**config.mk**
```make
export PLATFORM = sky130hd
export DESIGN_NAME = protocol_select_and_node_address
export DESIGN_NICKNAME = d
export VERILOG_FILES = /design/src/verilog/commsel_pkg.sv /design/src/verilog/protocol_select_and_node_address.sv /design/src/verilog/protocol_decode.sv
export SDC_FILE = /design/constraint.sdc
export NUM_CORES = 1
export LEC_CHECK = 0
export ABC_CLOCK_PERIOD_IN_PS = 2160
export BUFFER_PORTS_ARGS = -buffer_cell sky130_fd_sc_hd__buf_2
export CAP_MARGIN = 15
export CORE_ASPECT_RATIO = 0.9
export CORE_MARGIN = 10
export CORE_UTILIZATION = 44
export CTS_CLUSTER_SIZE = 14
export DETAILED_ROUTE_END_ITERATION = 7
export PLACE_DENSITY = 0.76
export SLEW_MARGIN = 10
export SYNTH_ARGS = -nofsm -noshare
export SYNTH_HDL_FRONTEND = slang
export SYNTH_SLANG_ARGS = --single-unit
```
**constraint.sdc**
```tcl
create_clock -name clk_i -period 2.16 [get_ports clk_i]
set_input_delay 0.108 -clock clk_i [delete_from_list [all_inputs] [get_ports clk_i]]
set_output_delay 0.108 -clock clk_i [all_outputs]
set_load 0.02 [all_outputs]
```
**src/verilog/commsel_pkg.sv**
```systemverilog
// constants for the protocol-select and node-address register bank
package commsel_pkg;
    // register byte offsets on the internal register port
    localparam logic [7:0] PROTOCOL_SELECT_ADDR = 8'h16;
    localparam logic [7:0] NODE_ADDRESS_ADDR = 8'h18;
    // field layout
    localparam int SEL_W = 3;
    localparam int NODE_W = 4;
    localparam logic [7:0] SEL_FIELD_MASK = 8'h07;
    localparam logic [7:0] NODE_FIELD_MASK = 8'h0f;
    localparam logic [7:0] NODE_ADDRESS_RESET = 8'h00;
    // select codes
    localparam logic [2:0] SEL_DSI3_SPI = 3'h0;
    localparam logic [2:0] SEL_PSI5_SPI = 3'h1;
    localparam logic [2:0] SEL_SPI_A = 3'h2;
    localparam logic [2:0] SEL_DSI3 = 3'h3;
    localparam logic [2:0] SEL_SPI_B = 3'h4;
    localparam logic [2:0] SEL_PSI5 = 3'h5;
    localparam logic [2:0] SEL_I2C_A = 3'h6;
    localparam logic [2:0] SEL_I2C_B = 3'h7;
    localparam logic [3:0] NODE_ZERO = 4'h0;
    // arbiter request sources
    typedef enum logic [1:0] {SRC_NONE, SRC_A, SRC_B} src_t;
endpackage

```
**src/verilog/protocol_select_and_node_address.sv**
```systemverilog
// protocol-select latch, register port, access gating and node address
`timescale 1ns/1ns
module protocol_select_and_node_address (
    // clock and reset
    input wire logic clk_i,
    input wire logic resetn_i,
    // otp contents, stable from reset
    input wire logic [2:0] otp_select_i,
    input wire logic [3:0] otp_node_i,
    input wire logic region_two_locked_i,
    // psi5 engine status
    input wire logic psi5_init3_done_i,
    // register port a (primary protocol engine)
    input wire logic a_req_i,
    input wire logic a_we_i,
    input wire logic [7:0] a_addr_i,
    input wire logic [7:0] a_wdata_i,
    // register port b (spi engine)
    input wire logic b_req_i,
    input wire logic b_we_i,
    input wire logic b_test_entry_i,
    input wire logic [7:0] b_addr_i,
    input wire logic [7:0] b_wdata_i,
    // dsi3 discovery and command-response address assignment
    input wire logic disc_valid_i,
    input wire logic [3:0] disc_addr_i,
    // register answer
    output logic rvalid_o,
    output logic [7:0] rdata_o,
    output logic b_refused_o,
    // active configuration
    output logic [2:0] active_select_o,
    output logic [2:0] stored_select_o,
    output logic dsi3_en_o,
    output logic psi5_en_o,
    output logic spi_en_o,
    output logic i2c_en_o,
    output logic arm_allow_o,
    output logic bus_uv_en_o,
    output logic buffered_supply_uv_en_o,
    // node address in use
    output logic [3:0] node_address_o,
    output logic node_address_valid_o
);
    // whole module state in one record
    typedef struct packed {
        logic boot;
        logic [2:0] active_sel;
        logic [2:0] stored_sel;
        logic [3:0] node;
        logic node_valid;
        logic pend_a;
        logic pend_a_we;
        logic [7:0] pend_a_addr;
        logic [7:0] pend_a_wdata;
        logic rvalid;
        logic [7:0] rdata;
        logic b_refused;
        logic dsi3_en;
        logic psi5_en;
        logic spi_en;
        logic i2c_en;
        logic arm_allow;
        logic bus_uv_en;
        logic buf_uv;
        logic node_valid_out;
    } state_t;

    state_t state_reg;
    state_t state_next;

    // decoded view of the active code
    logic dec_dsi3;
    logic dec_psi5;
    logic dec_spi;
    logic dec_i2c;
    logic dec_arm;
    logic dec_uv;

    protocol_decode u_decode (
        .sel_i(state_reg.active_sel),
        .dsi3_en_o(dec_dsi3),
        .psi5_en_o(dec_psi5),
        .spi_en_o(dec_spi),
        .i2c_en_o(dec_i2c),
        .arm_allow_o(dec_arm),
        .bus_uv_en_o(dec_uv)
    );

    // one register access: write effects and read data
    function automatic state_t do_access(input state_t s, input logic we, input logic [7:0] addr,
                                         input logic [7:0] wdata);
        state_t r;
        r = s;
        r.rvalid = 1'b1;
        r.rdata = 8'h00;
        if (addr == commsel_pkg::PROTOCOL_SELECT_ADDR) begin
            // store only; active code untouched until reset
            if (we) begin
                r.stored_sel = wdata[2:0];
            end
            r.rdata = {5'h00, s.stored_sel} & commsel_pkg::SEL_FIELD_MASK;
        end else if (addr == commsel_pkg::NODE_ADDRESS_ADDR) begin
            // node address written by register access
            if (we) begin
                r.node = wdata[3:0];
            end
            r.rdata = {4'h0, s.node} & commsel_pkg::NODE_FIELD_MASK;
        end
        return r;
    endfunction

    // next-state logic
    always_comb begin
        logic b_ok;
        logic dual;
        b_ok = 1'b0;
        dual = 1'b0;
        state_next = state_reg;
        state_next.rvalid = 1'b0;
        state_next.b_refused = 1'b0;
        if (state_reg.boot) begin
            // latch stored code as active configuration
            state_next.boot = 1'b0;
            state_next.active_sel = otp_select_i;
            state_next.stored_sel = otp_select_i;
            // reset reload when region two locked or otp node address nonzero
            if (region_two_locked_i || (otp_node_i != commsel_pkg::NODE_ZERO)) begin
                state_next.node = otp_node_i;
            end
            state_next.node_valid = (otp_node_i != commsel_pkg::NODE_ZERO);
        end else begin
            // active code is never rewritten here
            dual = (state_reg.active_sel == commsel_pkg::SEL_DSI3_SPI) ||
                   (state_reg.active_sel == commsel_pkg::SEL_PSI5_SPI);
            // port b allowed only when spi active
            b_ok = dec_spi && b_req_i;
            if (state_reg.active_sel == commsel_pkg::SEL_PSI5_SPI) begin
                // spi held off until init3, test entry exempt
                if (!psi5_init3_done_i && !b_test_entry_i) begin
                    b_ok = 1'b0;
                end
                if (b_we_i) begin
                    b_ok = 1'b0;
                end
            end
            state_next.b_refused = b_req_i && !b_ok;
            // older held request from a is served first
            if (state_reg.pend_a) begin
                state_next = do_access(state_next, state_reg.pend_a_we, state_reg.pend_a_addr,
                                       state_reg.pend_a_wdata);
                state_next.pend_a = 1'b0;
                if (a_req_i) begin
                    state_next.pend_a = 1'b1;
                    state_next.pend_a_we = a_we_i;
                    state_next.pend_a_addr = a_addr_i;
                    state_next.pend_a_wdata = a_wdata_i;
                end
            end else if (b_ok) begin
                // same-cycle tie: b served now, a held one cycle in the dual spi modes, dropped otherwise
                state_next = do_access(state_next, b_we_i, b_addr_i, b_wdata_i);
                if (a_req_i && dual) begin
                    state_next.pend_a = 1'b1;
                    state_next.pend_a_we = a_we_i;
                    state_next.pend_a_addr = a_addr_i;
                    state_next.pend_a_wdata = a_wdata_i;
                end
            end else if (a_req_i) begin
                state_next = do_access(state_next, a_we_i, a_addr_i, a_wdata_i);
            end
            // discovery only when no otp address
            if (disc_valid_i && dec_dsi3 && (otp_node_i == commsel_pkg::NODE_ZERO)) begin
                state_next.node = disc_addr_i;
                state_next.node_valid = 1'b1;
            end
        end
        state_next.dsi3_en = dec_dsi3 && !state_reg.boot;
        state_next.psi5_en = dec_psi5 && !state_reg.boot;
        state_next.spi_en = dec_spi && !state_reg.boot;
        state_next.i2c_en = dec_i2c && !state_reg.boot;
        state_next.arm_allow = dec_arm && !state_reg.boot;
        state_next.bus_uv_en = dec_uv && !state_reg.boot;
        state_next.buf_uv = !state_next.bus_uv_en;
        state_next.node_valid_out = state_next.node_valid && state_next.dsi3_en;
    end

    // state register; reset values are constants only
    always_ff @(posedge clk_i) begin
        if (!resetn_i) begin
            state_reg <= '0;
            state_reg.boot <= 1'b1;
            state_reg.node <= commsel_pkg::NODE_ADDRESS_RESET[3:0];
            // buffered supply monitor stays armed through reset, no bus monitor yet
            state_reg.buf_uv <= 1'b1;
        end else begin
            state_reg <= state_next;
        end
    end

    // outputs straight from flops
    assign rvalid_o = state_reg.rvalid;
    assign rdata_o = state_reg.rdata;
    assign b_refused_o = state_reg.b_refused;
    assign active_select_o = state_reg.active_sel;
    assign stored_select_o = state_reg.stored_sel;
    assign dsi3_en_o = state_reg.dsi3_en;
    assign psi5_en_o = state_reg.psi5_en;
    assign spi_en_o = state_reg.spi_en;
    assign i2c_en_o = state_reg.i2c_en;
    assign arm_allow_o = state_reg.arm_allow;
    assign bus_uv_en_o = state_reg.bus_uv_en;
    // buffered supply monitor replaces bus monitor
    assign buffered_supply_uv_en_o = state_reg.buf_uv;
    // node address only meaningful in dsi3
    assign node_address_o = state_reg.node;
    assign node_address_valid_o = state_reg.node_valid_out;
endmodule

```
**src/verilog/protocol_decode.sv**
```systemverilog
// pure decode of a select code into protocol, arming and monitor enables
`timescale 1ns/1ns
module protocol_decode (
    // select code in
    input wire logic [2:0] sel_i,
    // decoded enables
    output logic dsi3_en_o,
    output logic psi5_en_o,
    output logic spi_en_o,
    output logic i2c_en_o,
    output logic arm_allow_o,
    output logic bus_uv_en_o
);
    always_comb begin
        dsi3_en_o = 1'b0;
        psi5_en_o = 1'b0;
        spi_en_o = 1'b0;
        i2c_en_o = 1'b0;
        case (sel_i)
            commsel_pkg::SEL_DSI3_SPI: begin
                dsi3_en_o = 1'b1;
                spi_en_o = 1'b1;
            end
            commsel_pkg::SEL_PSI5_SPI: begin
                psi5_en_o = 1'b1;
                spi_en_o = 1'b1;
            end
            commsel_pkg::SEL_SPI_A, commsel_pkg::SEL_SPI_B: begin
                spi_en_o = 1'b1;
            end
            commsel_pkg::SEL_DSI3: begin
                dsi3_en_o = 1'b1;
            end
            commsel_pkg::SEL_PSI5: begin
                psi5_en_o = 1'b1;
            end
            default: begin
                i2c_en_o = 1'b1;
            end
        endcase
        arm_allow_o = spi_en_o;
        // bus monitor for single bus-line protocols
        bus_uv_en_o = (sel_i == commsel_pkg::SEL_DSI3) || (sel_i == commsel_pkg::SEL_PSI5);
    end
endmodule

```
==> results_dict.tcl <==
set metrics [dict create \
    status "completed" \
    path_max_fanout 3 \
    nets 356 \
    rsz0062_at_grt "true" \
    largest_reg_flops 16 \
    post-dp-hpwl_mm 4.669 \
    final_cell_mix "68 x buf_2, 38 x dfxtp_1, 29 x nor2_1, 22 x nand2_1, 19 x mux2i_1" \
    highest-signal-layer "met4" \
    place.gp.congestion 0.9370 \
    netlist_area_um2 2100 \
    finalCriticalPeriod_ps 2127 \
    end_kind "flip-flop" \
    core_area_um2 4547 \
    drc 0 \
    critPathKind "reg2reg" \
    cap_violations 0 \
    holdWs_ps 63.19 \
    syn_inst 240 \
    cpPeakStageDelay_ps 560 \
    cts_made_buffers 5 \
    postCtsSetupBuffers 0 \
    skew_ps 8.417 \
    wl_met2_mm 2.804 \
    period_share 0.9848 \
    io_pins 81 \
    die_w_um 92.82 \
    hold_buffers 0 \
    drt_iter0_drc 112 \
    cts_sinks 39 \
    ctsResizeCount 0 \
    post_drt_via_cell_ratio 5.377 \
    wl_met3_um 447 \
    max-slew-margin-rel 0.6761 \
    cts_tree "yes" \
    drive_gt1_frac 0.3586 \
    grt_pass1_vias 1946 \
    syn_to_final_growth_pct 25.15 \
    crit_buf_inv 0 \
    synth_mux_area_frac 0.09058 \
    port_buffers 68 \
    yosys.area_share.xor_xnor 0.008343 \
    async_reset_ff_frac 0 \
    mostFrequentLayoutCell "buf_2" \
    worst_slew_pin_slew_ps 473.6 \
    startpoint_type "flip-flop" \
    required_ps 2350 \
    synth_top_family_by_area "simple AND/OR/NAND/NOR gates" \
    arrival_ps 2310 \
    grt_pass1_wl_mm 9.273 \
    initial_core_util 0.4618 \
    path_clk_slew_ps 80 \
    min_path_type "in2reg" \
    p_per_area_nw_per_um2 661.4 \
    vias 1968 \
    ys_ff_latch 39 \
    yosysWarnings 0 \
    die-area_um2 7938 \
    drt-met1-wl_mm 2.527 \
    tns_ps 0 \
    setup_viol_count_final 0 \
    synth.largest_area_cell "dfxtp_1" \
    synthTopCellsByArea "dfxtp_1 37%, mux2i_1 9.1%, buf_4 6.8%" \
    final_core_util 0.5779 \
    fmax_ghz 0.4701 \
    synth-edff-count 0 \
    hold_violations 0 \
    die_h_um 85.53 \
    antenna_found_initial 0 \
    synth-compound-area-share 0.1865 \
    drt_pass1_iterations 4 \
    cts_max_level 2 \
    synth.distinct_cells 53 \
    routedWlPerCell_um 15.99 \
    cp_cell_sequence "or4b_4 > or2_2 > a221oi_1 > o31ai_1 > o211ai_1 > mux2i_1" \
    ctsLongestPathBuffers 2 \
    netlist.area_leader.share 0.3719 \
    n_antenna_cell 0 \
    power_leakage_nw 1.165 \
    clock_latency_ps 300 \
    syn-mean-instance-area_um2 8.748 \
    dpl-instance-area_um2 2447 \
    grt_max_degree 21 \
    cts_root_buffer "clkbuf_8" \
    ir_worst_vdd_uv 539.9 \
    ys_seq_area_frac 0.3719 \
    placementRows 23 \
    wl_mm 5.851 \
    drv_slew 0 \
    grtUsageTotal 0.1444 \
    crit_family "simple AND/OR/NAND/NOR gates" \
    stdcell_area_um2 2628 \
    grt.overflow.total 0 \
    synthAdderAreaFrac 0.004768 \
    worst_path_max_delay_cell "or4b_4" \
    synth_ff_type "dfxtp_1" \
    antenna_left 0 \
    synthSimpleGateAreaFrac 0.2217 \
]
[per-stage QoR]
| stage | total power, W | setup WS, ps | std cells |
|---|---|---|---|
| floorplan | 0.001013 | -2.020 | 243 |
| global placement | 0.001103 | 65.96 | 358 |
| detailed placement | 0.001108 | 10.24 | 358 |
| CTS | 0.001737 | 26.35 | 366 |
| global route | 0.001811 | -34.51 | 366 |
| finish | 0.001738 | 32.91 | 366 |
[synthesized netlist by cell type (5+ instances only)]
| master | number |
|---|---|
| a21oi_1 | 11 |
| a221o_1 | 6 |
| buf_4 | 19 |
| clkbuf_1 | 9 |
| dfxtp_1 | 39 |
| inv_1 | 7 |
| mux2i_1 | 19 |
| nand2_1 | 23 |
| nor2_1 | 29 |
| nor4_1 | 8 |
| o21ai_0 | 5 |
[kinds of logic (layout without fill, tap and decap cells)]
kind of cell             after synthesis  after routing
AND/OR/NAND/NOR                       90             90
other                                  1              4
adder cells (fa/ha/maj)                1              1
AO/OA/AOI/OAI                         50             50
flip-flops                            39             39
buffers and inverters                 38             99
multiplexers                          19             19
XOR/XNOR                               2              2
[metal layers]
layer / vias to the layer above / track usage
met5: - / 0
met4: 0 / 0.04622
met3: 7 / 0.04791
met2: 61 / 0.2285
met1: 927 / 0.1808
li1: 973 / -
[tightest hold or removal path: stages]
cell     delay [ps]
buf_2            80
mux2i_1          60
nor2_1           70
[power by group]
part | internal [W] | total (W) | leakage, nW | switching, W
Clock | 0.000374 | 0.000633 | 0.0612 | 0.000259
Sequential | 0.000753 | 0.000781 | 0.319 | 0.0000284
Combinational | 0.000139 | 0.000323 | 0.784 | 0.000184
Total | 0.00127 | 0.00174 | 1.16 | 0.000472
[area by class of cell]
type	count	area (um^2)
Fill cell	441	1919
Multi-Input combinational cell	166	1151
Tap cell	62	77.57
Clock inverter	2	35.03
Timing Repair Buffer	84	473.0
Sequential cell	39	782.0
Inverter	7	26.28
Clock buffer	6	82.58
[worst paths after layout]
path                                         from  cells after the start                             end  slack (ps)
hold / removal                        a_addr_i[5]                      3      state_reg[31]$_SDFFE_PN0P_          60
hold reg to reg           rdata_o[0]$_SDFFE_PN0P_                      1         rdata_o[0]$_SDFFE_PN0P_         470
setup / recovery  active_select_o[1]$_SDFFE_PN0P_                      6  node_address_o[1]$_SDFFE_PN0P_          30
setup reg to reg  active_select_o[1]$_SDFFE_PN0P_                      6  node_address_o[1]$_SDFFE_PN0P_          30
Note: power is estimated with default switching activity, not from simulation.
